===== config.mk =====
export PLATFORM = sky130hd
export DESIGN_NAME = pcs_core
export DESIGN_NICKNAME = d
export VERILOG_FILES = /design/src/pcs_pkg.sv /design/src/pcs_core.sv
export SDC_FILE = /design/constraint.sdc
export NUM_CORES = 1
export LEC_CHECK = 0
export ABC_AREA = 0
export BUFFER_PORTS_ARGS = -buffer_cell sky130_fd_sc_hd__buf_2
export CAP_MARGIN = 20
export CELL_PAD_IN_SITES_DETAIL_PLACEMENT = 2
export CELL_PAD_IN_SITES_GLOBAL_PLACEMENT = 2
export CORE_AREA = 3 3 246 175
export DETAILED_ROUTE_END_ITERATION = 10
export DIE_AREA = 0 0 249 178
export PLACE_DENSITY = 0.73
export SLEW_MARGIN = 5
export SYNTH_ARGS = -nofsm -noshare
export SYNTH_HDL_FRONTEND = slang
export SYNTH_SLANG_ARGS = --single-unit

===== constraint.sdc =====
create_clock -name mclk -period 3.15 [get_ports mclk]
set_clock_uncertainty 0.2 [all_clocks]
set_input_delay 0.63 -clock mclk [delete_from_list [all_inputs] [get_ports mclk]]
set_output_delay 0.63 -clock mclk [all_outputs]
set_load 0.01 [all_outputs]

===== src/pcs_pkg.sv =====
/*
 Package for the program counter and stack unit: widths, vectors,
 memory sizes, operation codes and the carrier structs.
 Assumes a single core clock and a synchronous reset.
*/
package pcs_pkg;
	localparam int PC_W = 15;
	localparam int INSN_W = 14;
	localparam int STK_DEPTH = 16;
	localparam int STK_PTR_W = 5;
	localparam int FP_W = 16;
	localparam int DATA_W = 8;
	localparam int NUM_INSN = 49;
	localparam logic [14:0] RESET_VEC = 15'h0000;
	localparam logic [14:0] INT_VEC = 15'h0004;
	localparam logic [14:0] LAST_ADDR_SMALL = 15'h0FFF;
	localparam logic [14:0] LAST_ADDR_LARGE = 15'h1FFF;
	localparam logic [15:0] FP_PROG_BIT = 16'h8000;
	localparam logic [15:0] FP_RESET = 16'h0000;
	localparam logic [7:0] ACC_RESET = 8'h00;
	localparam logic [4:0] PTR_RESET = 5'h00;
	localparam int GPR_PER_BANK = 80;

	typedef enum logic [3:0] {
		OP_NONE = 4'h0,
		OP_CALL = 4'h1,
		OP_GOTO = 4'h2,
		OP_RETURN = 4'h3,
		OP_RET_LIT = 4'h4,
		OP_RETFIE = 4'h5,
		OP_BRANCH_ACC = 4'h6,
		OP_FP_LOAD = 4'h7,
		OP_FP_READ = 4'h8
	} pcs_op_e;

	typedef struct packed {
		pcs_op_e op;
		logic fp_sel;
		logic [14:0] target;
		logic [15:0] fp_value;
		logic [7:0] literal;
	} pcs_cmd_s;

	typedef struct packed {
		logic [7:0] acc;
		logic [7:0] status;
		logic [7:0] bank_sel;
		logic [7:0] pc_latch;
	} pcs_ctx_s;
endpackage


===== src/pcs_core.sv =====
/*
 Program counter, return stack, shadow context and file pointers.
 Assumes the decoder issues one command per cycle with cmd_valid and
 waits while stall is high; program memory answers in the same cycle.
*/
// Functional notes
// - Program counter is 15 bits, addressing up to 32K words of 14 bits.
// - Addresses above implemented memory wrap inside it.
// - Fetch starts at 0000h after reset; interrupts vector to 0004h.
// - Memory is 4096 words (0FFFh) small, 8192 words (1FFFh) large.
// - Return stack is 15 bits wide and 16 entries deep.
// - Push on full sets overflow flag; pop on empty sets underflow.
// - With stack reset enabled, either error requests a software reset.
// - Interrupt entry saves core registers to shadows; RETFIE restores them.
// - Two 16-bit file pointers reach data and program memory.
// - Indirect read of program memory takes one extra cycle.
// - File pointer 0 drives linear_addr directly; file pointer 1 has no linear output.
// - Decoder supports a set of 49 instructions.
`timescale 1ns/1ps
module pcs_core
	import pcs_pkg::*;
#(
	parameter bit LARGE_MEM = 1'b1
) (
	input wire logic mclk,
	input wire logic rst,
	input wire logic ce,
	input wire logic cmd_valid,
	input wire pcs_cmd_s cmd,
	input wire logic int_take,
	input wire pcs_ctx_s ctx_in,
	input wire logic stk_rst_en,
	input wire logic flag_clr,
	input wire logic [13:0] prog_rdata,
	output logic [14:0] prog_addr,
	output logic [14:0] pc,
	output logic [7:0] acc_load,
	output logic acc_load_valid,
	output logic [7:0] fp_rdata,
	output logic fp_rdata_valid,
	output logic stall,
	output pcs_ctx_s ctx_out,
	output logic ctx_restore,
	output logic stack_overflow_flag,
	output logic stack_underflow_flag,
	output logic soft_reset,
	output logic [15:0] file_pointer0,
	output logic [15:0] file_pointer1,
	output logic [15:0] linear_addr
);
	typedef enum logic [0:0] {
		ST_RUN = 1'b0,
		ST_PMR = 1'b1
	} pcs_state_e;

	localparam logic [14:0] ADDR_MASK = LARGE_MEM ? LAST_ADDR_LARGE : LAST_ADDR_SMALL;

	logic [14:0] stack_mem [STK_DEPTH];
	logic [14:0] pc_ff, nxt_pc;
	logic [4:0] sp_ff, nxt_sp;
	logic ovf_ff, nxt_ovf, unf_ff, nxt_unf, srst_ff, nxt_srst;
	logic [15:0] fp_ff [2];
	logic [15:0] nxt_fp [2];
	pcs_ctx_s shadow_ff, nxt_shadow;
	pcs_state_e state_ff, nxt_state;
	logic [14:0] pmr_addr_ff, nxt_pmr_addr;
	logic [7:0] acc_ff, nxt_acc;
	logic acc_v_ff, nxt_acc_v, rd_v_ff, nxt_rd_v, rest_ff, nxt_rest;
	logic [7:0] rd_ff, nxt_rd;
	logic push, pop;
	logic [14:0] push_val, top;
	logic [15:0] sel_fp;

	assign top = (sp_ff == PTR_RESET) ? RESET_VEC : stack_mem[4'(sp_ff - 5'd1)];
	assign sel_fp = fp_ff[cmd.fp_sel];

	always_comb begin
		nxt_pc = pc_ff;
		nxt_sp = sp_ff;
		nxt_ovf = flag_clr ? 1'b0 : ovf_ff;
		nxt_unf = flag_clr ? 1'b0 : unf_ff;
		nxt_srst = 1'b0;
		nxt_fp = fp_ff;
		nxt_shadow = shadow_ff;
		nxt_state = state_ff;
		nxt_pmr_addr = pmr_addr_ff;
		nxt_acc = acc_ff;
		nxt_acc_v = 1'b0;
		nxt_rd = rd_ff;
		nxt_rd_v = 1'b0;
		nxt_rest = 1'b0;
		push = 1'b0;
		pop = 1'b0;
		push_val = pc_ff;
		unique case (state_ff)
			ST_RUN: begin
				if (int_take) begin
					push = 1'b1;
					push_val = pc_ff;
					nxt_pc = INT_VEC;
					nxt_shadow = ctx_in;
				end else if (cmd_valid) begin
					nxt_pc = pc_ff + 15'd1;
					unique case (cmd.op)
						OP_CALL: begin
							push = 1'b1;
							push_val = pc_ff + 15'd1;
							nxt_pc = cmd.target;
						end
						OP_GOTO: nxt_pc = cmd.target;
						OP_RETURN: begin
							pop = 1'b1;
							nxt_pc = top;
						end
						OP_RET_LIT: begin
							pop = 1'b1;
							nxt_pc = top;
							nxt_acc = cmd.literal;
							nxt_acc_v = 1'b1;
						end
						OP_RETFIE: begin
							pop = 1'b1;
							nxt_pc = top;
							nxt_rest = 1'b1;
						end
						OP_BRANCH_ACC: nxt_pc = pc_ff + 15'd1 + {7'h00, ctx_in.acc};
						OP_FP_LOAD: nxt_fp[cmd.fp_sel] = cmd.fp_value;
						OP_FP_READ: begin
							if ((sel_fp & FP_PROG_BIT) != FP_RESET) begin
								nxt_pc = pc_ff;
								nxt_state = ST_PMR;
								nxt_pmr_addr = sel_fp[14:0];
							end
						end
						default: ;
					endcase
				end
			end
			ST_PMR: begin
				nxt_rd = prog_rdata[7:0];
				nxt_rd_v = 1'b1;
				nxt_pc = pc_ff + 15'd1;
				nxt_state = ST_RUN;
			end
		endcase
		if (push) begin
			if (sp_ff == 5'(STK_DEPTH)) begin
				nxt_ovf = 1'b1;
				nxt_srst = stk_rst_en;
			end else begin
				nxt_sp = sp_ff + 5'd1;
			end
		end
		if (pop) begin
			if (sp_ff == PTR_RESET) begin
				nxt_unf = 1'b1;
				nxt_srst = stk_rst_en;
			end else begin
				nxt_sp = sp_ff - 5'd1;
			end
		end
		nxt_pc = nxt_pc & ADDR_MASK;
		nxt_pmr_addr = nxt_pmr_addr & ADDR_MASK;
	end

	always_ff @(posedge mclk) begin
		if (rst) begin
			pc_ff <= RESET_VEC;
			sp_ff <= PTR_RESET;
			ovf_ff <= 1'b0;
			unf_ff <= 1'b0;
			srst_ff <= 1'b0;
			fp_ff[0] <= FP_RESET;
			fp_ff[1] <= FP_RESET;
			shadow_ff <= '0;
			state_ff <= ST_RUN;
			pmr_addr_ff <= RESET_VEC;
			acc_ff <= ACC_RESET;
			acc_v_ff <= 1'b0;
			rd_ff <= ACC_RESET;
			rd_v_ff <= 1'b0;
			rest_ff <= 1'b0;
		end else if (ce) begin
			pc_ff <= nxt_pc;
			sp_ff <= nxt_sp;
			ovf_ff <= nxt_ovf;
			unf_ff <= nxt_unf;
			srst_ff <= nxt_srst;
			fp_ff <= nxt_fp;
			shadow_ff <= nxt_shadow;
			state_ff <= nxt_state;
			pmr_addr_ff <= nxt_pmr_addr;
			acc_ff <= nxt_acc;
			acc_v_ff <= nxt_acc_v;
			rd_ff <= nxt_rd;
			rd_v_ff <= nxt_rd_v;
			rest_ff <= nxt_rest;
		end
	end

	always_ff @(posedge mclk) begin
		if (ce && push && sp_ff != 5'(STK_DEPTH)) begin
			stack_mem[4'(sp_ff)] <= push_val;
		end
	end

	assign linear_addr = fp_ff[0];
	assign file_pointer0 = fp_ff[0];
	assign file_pointer1 = fp_ff[1];
	assign prog_addr = (state_ff == ST_PMR) ? pmr_addr_ff : pc_ff;
	assign pc = pc_ff;
	assign stall = (state_ff == ST_PMR);
	assign acc_load = acc_ff;
	assign acc_load_valid = acc_v_ff;
	assign fp_rdata = rd_ff;
	assign fp_rdata_valid = rd_v_ff;
	assign ctx_out = shadow_ff;
	assign ctx_restore = rest_ff;
	assign stack_overflow_flag = ovf_ff;
	assign stack_underflow_flag = unf_ff;
	assign soft_reset = srst_ff;
endmodule


==> results.json, run 1 <==
{
  "outcome": "finished clean",
  "post_route_cells_drive_above_1_share_pct": 32.9,
  "overflow": 0,
  "hold_buffers": 0,
  "diodes": 0,
  "seq_area_frac_synth_pct": 60.3,
  "worstPathRequired_ns": 3.36,
  "ios": 230,
  "cp_data_arrival_time_ns": 3.30,
  "slew_headroom_pct": 45.7,
  "syn_area_per_cell_sq_um": 13.0,
  "cts_tree": "done",
  "dpl_worst_slack_ns": -0.223,
  "layout_commonest_cell": "buf_2",
  "ant_nets": 0,
  "die_h_um": 178,
  "fin_area_sq_um": 17800,
  "fin_crit_sh_pct": 98.0,
  "max_slew.worst_pin.slew_ns": 0.807,
  "tns_ns": 0,
  "grt_max_degree": 54,
  "area_delta_synth_final_pct": 24.7,
  "yosysUniqueCellTypes": 70,
  "grt_pass1_wl_um": 73600,
  "setup.worst_path.class": "reg2reg",
  "die_area_sq_um": 44300,
  "holdPathStages": 3,
  "nNetsFinal": 1481,
  "grt_util_all_layers_pct": 22.1,
  "hold_viol_final": 0,
  "period_needed_ns": 3.09,
  "vias": 10358,
  "synth_seq_cells": 326,
  "cp_max_fo": 4,
  "first_global_vias": 11286,
  "fin_util_pct": 43.5,
  "clkLatencyLatePin_ns": 0.54,
  "r2r_cells": 11,
  "cts.sinks": 326,
  "report.final.slew_viol_count": 0,
  "hpwl_um": 35200,
  "cts_buffers": 36,
  "maxCapViolations": 0,
  "drt_iter0_drc": 842,
  "ys.warnings.count": 0,
  "row_count": 62,
  "die_w_um": 249,
  "htreeDepth": 2,
  "clockRootBuffer": "clkbuf_16",
  "p_leak_nw": 7.00,
  "async_flop_share_pct": 0,
  "wl_per_cell_um": 26.0,
  "antenna_found_initial": 0,
  "place_area_sq_um": 16500,
  "synthCells": 1102,
  "synth_area_sq_um": 14300,
  "end_kind": "flop",
  "synth_edf_count": 208,
  "start_util_pct": 34.9,
  "path_depth": 11,
  "vias_per_cell": 5.35,
  "hold_path_class": "in2reg",
  "slowest_delay_ns": 0.41,
  "crit_path_frequent_cell": "ha_1",
  "routed_wirelength_um": 50200,
  "power_density_nw_per_um2": 545,
  "vdd_drop_max_mv": 0.373,
  "portBuffers": 217,
  "most-common-layout-cells": "buf_2 (216), edfxtp_1 (208), dfxtp_1 (117)",
  "fill_cells": 4066,
  "clk_pin_slew_ns": 0.06,
  "setup_violations": 0,
  "core-area_sq_um": 40900,
  "drt_first_pass_iters": 5,
  "cpMaxStageDelayCell": "dfxtp_1",
  "path_cells": "ha_1 -> nand3_1 -> xnor2_2 -> ha_1 -> a21o_1 -> a31o_1 -> o211ai_1 -> a21boi_2 -> o2111ai_2 -> mux2i_1 -> nand2_1",
  "drc": 0,
  "synth_ff_type": "edfxtp_1",
  "crit_family": "compound AO/OA/AOI/OAI gates",
  "crit_buf_inv": 0,
  "fin_ws_ns": 0.0636,
  "timing.fmax_mhz": 324,
  "worstSetupStartpointType": "flop",
  "place_congestion": 0.810,
  "clockBufferDepth": 3
}
-- cell families after synthesis --
logic type	Yosys count	synth area share [%]
xor+xnor	33	2.13
buf+inv	100	3.69
mux	140	14.8
simple gates	319	10.2
fa+ha+maj	17	1.52
other cells	1	0.0263
compound gates	166	7.38
flops	326	60.3
-- per-stage QoR --
stage / power (mW) / std cells / hold WS, ns
floorplan: 5.25 / 1105 / 0.275
detailed placement: 5.68 / 1869 / 0.246
CTS: 9.79 / 1930 / 0.119
finish: 9.71 / 1935 / 0.137
global placement: 5.63 / 1869 / 0.240
global route: 10.1 / 1935 / 0.128
-- final timing paths --
| kind | start | endpoint | slack [ns] |
|---|---|---|---|
| worst max-delay path | pc[1]$_SDFFE_PP0P_ | pc[11]$_SDFFE_PP0P_ | 0.06 |
| worst min-delay path | ctx_in[9] | ctx_out[9]$_SDFFE_PP0P_ | 0.14 |
| worst max register to register | pc[1]$_SDFFE_PP0P_ | pc[11]$_SDFFE_PP0P_ | 0.06 |
| worst min register to register | ctx_out[31]$_SDFFE_PP0P_ | ctx_out[31]$_SDFFE_PP0P_ | 0.25 |
-- power breakdown --
part | leakage [nW] | total [mW] | internal (mW) | switching, mW
logic | 3.56 | 1.00 | 0.424 | 0.580
clock network | 0.555 | 4.10 | 2.37 | 1.73
registers | 2.89 | 4.60 | 4.57 | 0.0285
total | 7.00 | 9.71 | 7.37 | 2.34
-- registers in the layout, summed over array words and instances (netlist names) --
signal                flops
pc                       13
stack_mem               208
fp_rdata                  8
acc_load                  8
stall                     1
soft_reset                1
sp_ff                     5
fp_rdata_valid            1
pmr_addr_ff              13
file_pointer0            16
stack_underflow_flag      1
stack_overflow_flag       1
file_pointer1            16
ctx_out                  32
acc_load_valid            1
ctx_restore               1
-- timing repair --
item | in CTS | in global routing
endpoints found under the hold margin | 0 | 0
pin swaps | 0 | 3
setup endpoints to repair | 3 | 6
setup buffers | 0 | 1
cloned | 0 | 0
gates resized for setup | 3 | 12
-- cell type report --
class / count / area [sq um] / share of cell area [%]
Clock inverter: 7 / 47.5 / 0.267
Inverter: 11 / 41.3 / 0.232
Sequential cell: 326 / 8610 / 48.4
Timing Repair Buffer: 314 / 2080 / 11.7
Tap cell: 544 / 681 / 3.82
Clock buffer: 54 / 1080 / 6.08
Multi-Input combinational cell: 679 / 5260 / 29.5
-- worst reg2reg max path, cell delays in order, from the launching register on --
cell and delay, ns:
dfxtp_1 0.41, ha_1 0.21, nand3_1 0.18, xnor2_2 0.28
ha_1 0.29, a21o_1 0.19, a31o_1 0.21, o211ai_1 0.29
a21boi_2 0.17, o2111ai_2 0.22, mux2i_1 0.23, nand2_1 0.07
-- Yosys cell counts (5+ instances only) --
library cell  number  area, sq um
o21ai_0           10         50.1
a22oi_1            6         45.0
and2_1            15         93.8
o211ai_1           6         45.0
nor2b_1            8         50.1
nand3_1           12         60.1
buf_4             24          180
mux4_2            55         1240
o21ai_1           13         65.1
xor2_1            12          105
mux2i_1           69          691
mux2_2            15          169
a21oi_1           68          340
nor3_1             7         35.0
edfxtp_1         208         6250
buf_2             18         90.1
inv_1             10         37.5
and3_1            12         75.1
a21o_1             5         37.5
ha_1              15          188
clkbuf_1          39          146
nand2b_1          11         68.8
a211oi_1          20          150
nor2_1           109          409
dfxtp_1          118         2360
nand2_1          115          432
xnor2_1           19          166
-- metal layers --
metal	track usage [%]	up-vias	part of all wire, %
met5	0	-	0
met4	5.42	0	1.9
met3	5.16	71	6.6
met1	30.4	5376	44
met2	35.7	308	47
li1	-	4603	-
Power figures use the tool's default switching activity.
==> run 2, diff against run 1 <==
CORE_AREA = 3 3 236 169   (was 3 3 246 175)
DIE_AREA = 0 0 239 172   (was 0 0 249 178)
PLACE_DENSITY = 0.75   (was 0.73)
clock period = 3.12 ns   (was 3.15 ns; I/O delays follow)
==> run 2 against run 1 <==
Register-to-register slack worse by 0.02 ns. Largest power group unchanged. Cell count shrank 2.4%. Hold slack worse by 0.023 ns.
==> results.json, run 2 (same netlist as run 1, synthesis figures left out) <==
{
  "vias_per_cell": 5.55,
  "min_to": "ctx_out[6]$_SDFFE_PP0P_",
  "routed_wirelength_um": 50600,
  "worstSetupStartpointType": "flop",
  "grt_util_all_layers_pct": 24.2,
  "totalPowerFinal_mw": 9.88,
  "layout_commonest_cell": "buf_2",
  "first_global_vias": 11259,
  "antenna_found_initial": 1,
  "portBuffers": 217,
  "cp_data_arrival_time_ns": 3.32,
  "place_congestion": 0.826,
  "vias": 10486,
  "hold_path_class": "in2reg",
  "start_util_pct": 37.6,
  "rsz0062_at_grt": "yes",
  "htreeDepth": 2,
  "vdd_drop_max_mv": 0.353,
  "wl_per_cell_um": 26.8,
  "die_h_um": 172,
  "worstPathRequired_ns": 3.36,
  "cts.sinks": 326,
  "period_needed_ns": 3.08,
  "r2r_cells": 11,
  "cts_buffers": 36,
  "row_count": 60,
  "multi_input_area_sq_um": 5250,
  "timing.fmax_mhz": 325,
  "final_cells": 1889,
  "power_density_nw_per_um2": 557,
  "most-common-layout-cells": "buf_2 (216), edfxtp_1 (208), dfxtp_1 (117)",
  "post-place-cells": 1821,
  "maxCapViolations": 0,
  "grt_pass1_wl_um": 73800,
  "overflow": 0,
  "outcome": "finished clean",
  "drt_iter0_drc": 998,
  "setup.worst_path.class": "reg2reg",
  "holdPathStages": 3,
  "nNetsFinal": 1479,
  "clockBufferDepth": 3,
  "fill_cells": 3744,
  "seq_area_sq_um": 8610,
  "worstHoldStart": "ctx_in[6]",
  "cp_max_fo": 6,
  "dpl_worst_slack_ns": -0.343,
  "die_area_sq_um": 41100,
  "tns_ns": 0,
  "drc": 0,
  "largest_reg_flops": 208,
  "hpwl_um": 34900,
  "largest_register": "stack_mem",
  "p_leak_nw": 7.01,
  "slew_headroom_pct": 39.0,
  "drt_first_pass_iters": 5,
  "clkLatencyLatePin_ns": 0.55,
  "grt_max_degree": 117,
  "die_w_um": 239,
  "hold_viol_final": 0,
  "clk_pin_slew_ns": 0.07,
  "rr_endpoint": "pc[10]$_SDFFE_PP0P_",
  "area_delta_synth_final_pct": 24.2,
  "core-area_sq_um": 38000,
  "ios": 230,
  "hold_buffers": 0,
  "post_route_cells_drive_above_1_share_pct": 33.0,
  "cts_tree": "done",
  "fin_util_pct": 46.7,
  "report.final.slew_viol_count": 0,
  "timing.rr.start": "pc[2]$_SDFFE_PP0P_",
  "ant_nets": 0,
  "fin_crit_sh_pct": 98.7,
  "reg2reg_slack_ns": 0.04,
  "end_kind": "flop",
  "max_slew.worst_pin.slew_ns": 0.911,
  "setup_violations": 0,
  "clockRootBuffer": "clkbuf_16",
  "fin_ws_ns": 0.0409
}
-- run 2: worst max-delay path, cell delays in order, from the launching register on --
cell and delay (ns):
dfxtp_1 0.50, and4_1 0.30, nand2_1 0.12, xnor2_1 0.16, buf_4 0.16, ha_1 0.31
nand2_1 0.06, o21ai_1 0.29, a31oi_4 0.20, nor4_1 0.31, o31ai_1 0.11, a41o_1 0.24
-- run 2: final cells by class --
type / instances / area share, %
clock inverter: 17 / 0.840
sequential: 326 / 48.6
clock buffer: 47 / 5.66
tap: 496 / 3.50
timing repair buffer: 312 / 11.6
inverter: 11 / 0.233
multi-input combinational: 679 / 29.6
antenna: 1 / 0.0141
-- run 2: what timing repair did --
action,4_1_cts,5_1_grt
endpoints found under the setup margin,20,7
gates resized for setup,4,7
setup buffers,0,0
-- run 2: metrics by stage --
| step | hold slack (ns) | area [sq um] |
|---|---|---|
| 2_1_floorplan | 0.275 | 14300 |
| 3_3_place_gp | 0.239 | 16500 |
| 3_5_place_dp | 0.251 | 16500 |
| 4_1_cts | 0.0958 | 17600 |
| 5_1_grt | 0.107 | 17700 |
| 6_report | 0.114 | 17700 |
-- run 2: worst max path at each step --
stage	startpoint	end	cells after the start	slack, ns
detailed placement	cmd[41]	stack_mem[2][12]$_DFFE_PP_	5	-0.34
CTS	pc[2]$_SDFFE_PP0P_	pc[12]$_SDFFE_PP0P_	11	0.04
floorplan	sp_ff[0]$_SDFFE_PP0P_	pc[4]$_SDFFE_PP0P_	13	0.01
finish	pc[2]$_SDFFE_PP0P_	pc[10]$_SDFFE_PP0P_	11	0.04
global placement	cmd[41]	stack_mem[14][7]$_DFFE_PP_	5	-0.03
global route	pc[2]$_SDFFE_PP0P_	pc[12]$_SDFFE_PP0P_	11	-0.13
-- run 2: layer usage --
layer | vias up | wire length, um | track usage (%)
li1 | 4604 | - | -
met1 | 5441 | 22400 | 33.9
met2 | 361 | 23700 | 38.4
met3 | 80 | 3460 | 5.33
met4 | 0 | 1120 | 6.46
met5 | - | 0 | 0
-- run 2: power by group --
part	switching (mW)	internal (mW)
clock	1.85	2.38
combinational	0.583	0.422
sequential	0.0294	4.61
total	2.46	7.42
==> run 3, diff against run 2 <==
PLACE_DENSITY = 0.88   (was 0.75)
==> run 3 against run 2 <==
Register-to-register slack about the same. Power down 0.55%. Utilization up 0.30 points. Clock power down 3%. Cell area up 0.64%. Sequential cell count unchanged. Hold slack better by 0.0087 ns. Non-clock buffer count up 4. Die area unchanged. Combinational power up 5%. Clock-buffer cell count up 11. Fmax down 0.22%. Largest cell class unchanged.
==> results.json, run 3 (same netlist as run 1, synthesis figures left out) <==
{
  "first_global_vias": 12120,
  "crit_buf_inv": 2,
  "clk_pin_slew_ns": 0.07,
  "rr_endpoint": "pc[8]$_SDFFE_PP0P_",
  "worstHoldStart": "prog_rdata[0]",
  "hold_viol_final": 0,
  "most-common-layout-cells": "buf_2 (216), edfxtp_1 (208), nand2_1 (115)",
  "p_sw_mw": 2.46,
  "cts_buffers": 36,
  "cp_data_arrival_time_ns": 3.32,
  "period_needed_ns": 3.09,
  "portBuffers": 217,
  "die_area_sq_um": 41100,
  "m1WireLength_um": 22600,
  "path_cells": "buf_4 -> and4_4 -> and4_2 -> xor2_2 -> ha_4 -> a21o_1 -> a31oi_4 -> buf_4 -> xnor2_1 -> o21ai_1 -> a22o_1",
  "outcome": "finished clean",
  "drt_first_pass_iters": 5,
  "worstSetupStartpointType": "flop",
  "setup.worst_path.class": "reg2reg",
  "grt_pass1_wl_um": 82600,
  "largest_register": "stack_mem",
  "htreeDepth": 2,
  "grt_max_degree": 57,
  "timing.fmax_mhz": 324,
  "die_w_um": 239,
  "setup_violations": 0,
  "fin_crit_sh_pct": 98.9,
  "routed_wirelength_um": 57800,
  "p_leak_nw": 7.03,
  "area_delta_synth_final_pct": 25.0,
  "clkLatencyLatePin_ns": 0.55,
  "sw_frac_of_total_pct": 25.1,
  "start_util_pct": 37.6,
  "fin_area_sq_um": 17800,
  "min_to": "fp_rdata[0]$_SDFFE_PP0P_",
  "ios": 230,
  "vias": 11070,
  "drt_iter0_drc": 965,
  "place_area_sq_um": 16500,
  "clockPowerShare_pct": 42.0,
  "p_int_mw": 7.36,
  "timing.rr.start": "pc[0]$_SDFFE_PP0P_",
  "report.final.slew_viol_count": 0,
  "antenna_found_initial": 1,
  "worstPathRequired_ns": 3.36,
  "layout_commonest_cell": "buf_2",
  "fin_ws_ns": 0.0342,
  "slowest_delay_ns": 0.38,
  "r2r_cells": 11,
  "max_slew.worst_pin.slew_ns": 0.965,
  "largest_reg_flops": 208,
  "dpl_worst_slack_ns": -0.243,
  "post_route_cells_drive_above_1_share_pct": 34.3,
  "overflow": 0,
  "nNetsFinal": 1483,
  "met2WireLength_um": 28600,
  "reg2reg_slack_ns": 0.03,
  "vias_per_cell": 5.84,
  "fin_util_pct": 47.0,
  "seq_power_share_pct": 47.3,
  "die_h_um": 172,
  "power_density_nw_per_um2": 551,
  "crit_path_frequent_cell": "buf_4",
  "cpMaxStageDelayCell": "dfxtp_2",
  "power.share.combinational_pct": 10.7,
  "cts_tree": "done",
  "row_count": 60,
  "core-area_sq_um": 38000,
  "ant_nets": 0,
  "clockBufferDepth": 3,
  "vdd_drop_max_mv": 0.440,
  "maxCapViolations": 0,
  "cp_max_fo": 7,
  "highest_layer": "met4",
  "clockRootBuffer": "clkbuf_16",
  "drc": 0,
  "cts.sinks": 326,
  "wl_per_cell_um": 30.5,
  "wl_met3_um": 4650,
  "end_kind": "flop",
  "slew_headroom_pct": 35.4,
  "holdPathStages": 3,
  "hpwl_um": 38300,
  "hold_path_class": "in2reg",
  "grt_util_all_layers_pct": 27.3,
  "crit_family": "compound AO/OA/AOI/OAI gates",
  "hold_buffers": 0,
  "place_congestion": 0.898
}
[run 3: cell count changes in the layout (fill, tap and decap cells not counted), sizes merged]
cell,previous run,this run
clkinv,11,4
bufinv,1,0
diode,1,2
clkinvlp,1,0
clkbuf,48,59
inv,15,14
buf,311,315
[run 3: power groups by stage]
stage	registers, mW	clock network (mW)	logic [mW]
after detailed placement	4.74	0	0.985
final	4.65	4.13	1.05
after global placement	4.73	0	0.917
after floorplan	4.74	0	0.564
after global routing	4.65	4.36	1.11
after CTS	4.64	4.19	1.01
[run 3: layout make-up]
| cell class | count | area, sq um |
|---|---|---|
| Tap cell | 496 | 621 |
| Inverter | 11 | 41.3 |
| Multi-Input combinational cell | 679 | 5370 |
| Timing Repair Buffer | 316 | 2090 |
| Clock buffer | 58 | 1050 |
| Sequential cell | 326 | 8620 |
| Fill cell | 3749 | 20100 |
| Clock inverter | 7 | 43.8 |
| Antenna cell | 2 | 5.00 |
[run 3: timing repair]
item | CTS | global route
gates resized for setup | 12 | 25
buffers inserted | 0 | 7
endpoints found under the setup margin | 34 | 9
pin swaps | 0 | 8
[run 3: layer usage]
metal  track usage (%)  up-vias
met1              34.7     5776
li1                  -     4600
met5                 0        -
met2              46.1      559
met3              6.79      135
met4              9.25        0
[run 3: worst max-delay path by stage]
stage / start / endpoint / cells past startpoint
after floorplan: sp_ff[0]$_SDFFE_PP0P_ / pc[4]$_SDFFE_PP0P_ / 13
after global placement: ctx_in[24] / pc[10]$_SDFFE_PP0P_ / 11
after detailed placement: cmd[42] / stack_mem[6][12]$_DFFE_PP_ / 5
after CTS: pc[0]$_SDFFE_PP0P_ / pc[12]$_SDFFE_PP0P_ / 10
after global routing: pc[1]$_SDFFE_PP0P_ / pc[9]$_SDFFE_PP0P_ / 12
final: pc[0]$_SDFFE_PP0P_ / pc[8]$_SDFFE_PP0P_ / 11
[run 3: metrics by stage]
| step | hold WS (ns) | cells | total power [mW] | setup TNS (ns) |
|---|---|---|---|---|
| floorplan | 0.275 | 1105 | 5.30 | 0 |
| global placement | 0.239 | 1820 | 5.64 | 0 |
| detailed placement | 0.251 | 1820 | 5.72 | -14.65 |
| CTS | 0.108 | 1885 | 9.85 | -0.00725 |
| global route | 0.123 | 1895 | 10.1 | -0.0294 |
| finish | 0.123 | 1895 | 9.83 | 0 |
[run 3: tightest hold or removal path: stages]
cell,delay (ns)
buf_2,0.10
nand2_1,0.04
a21oi_1,0.05
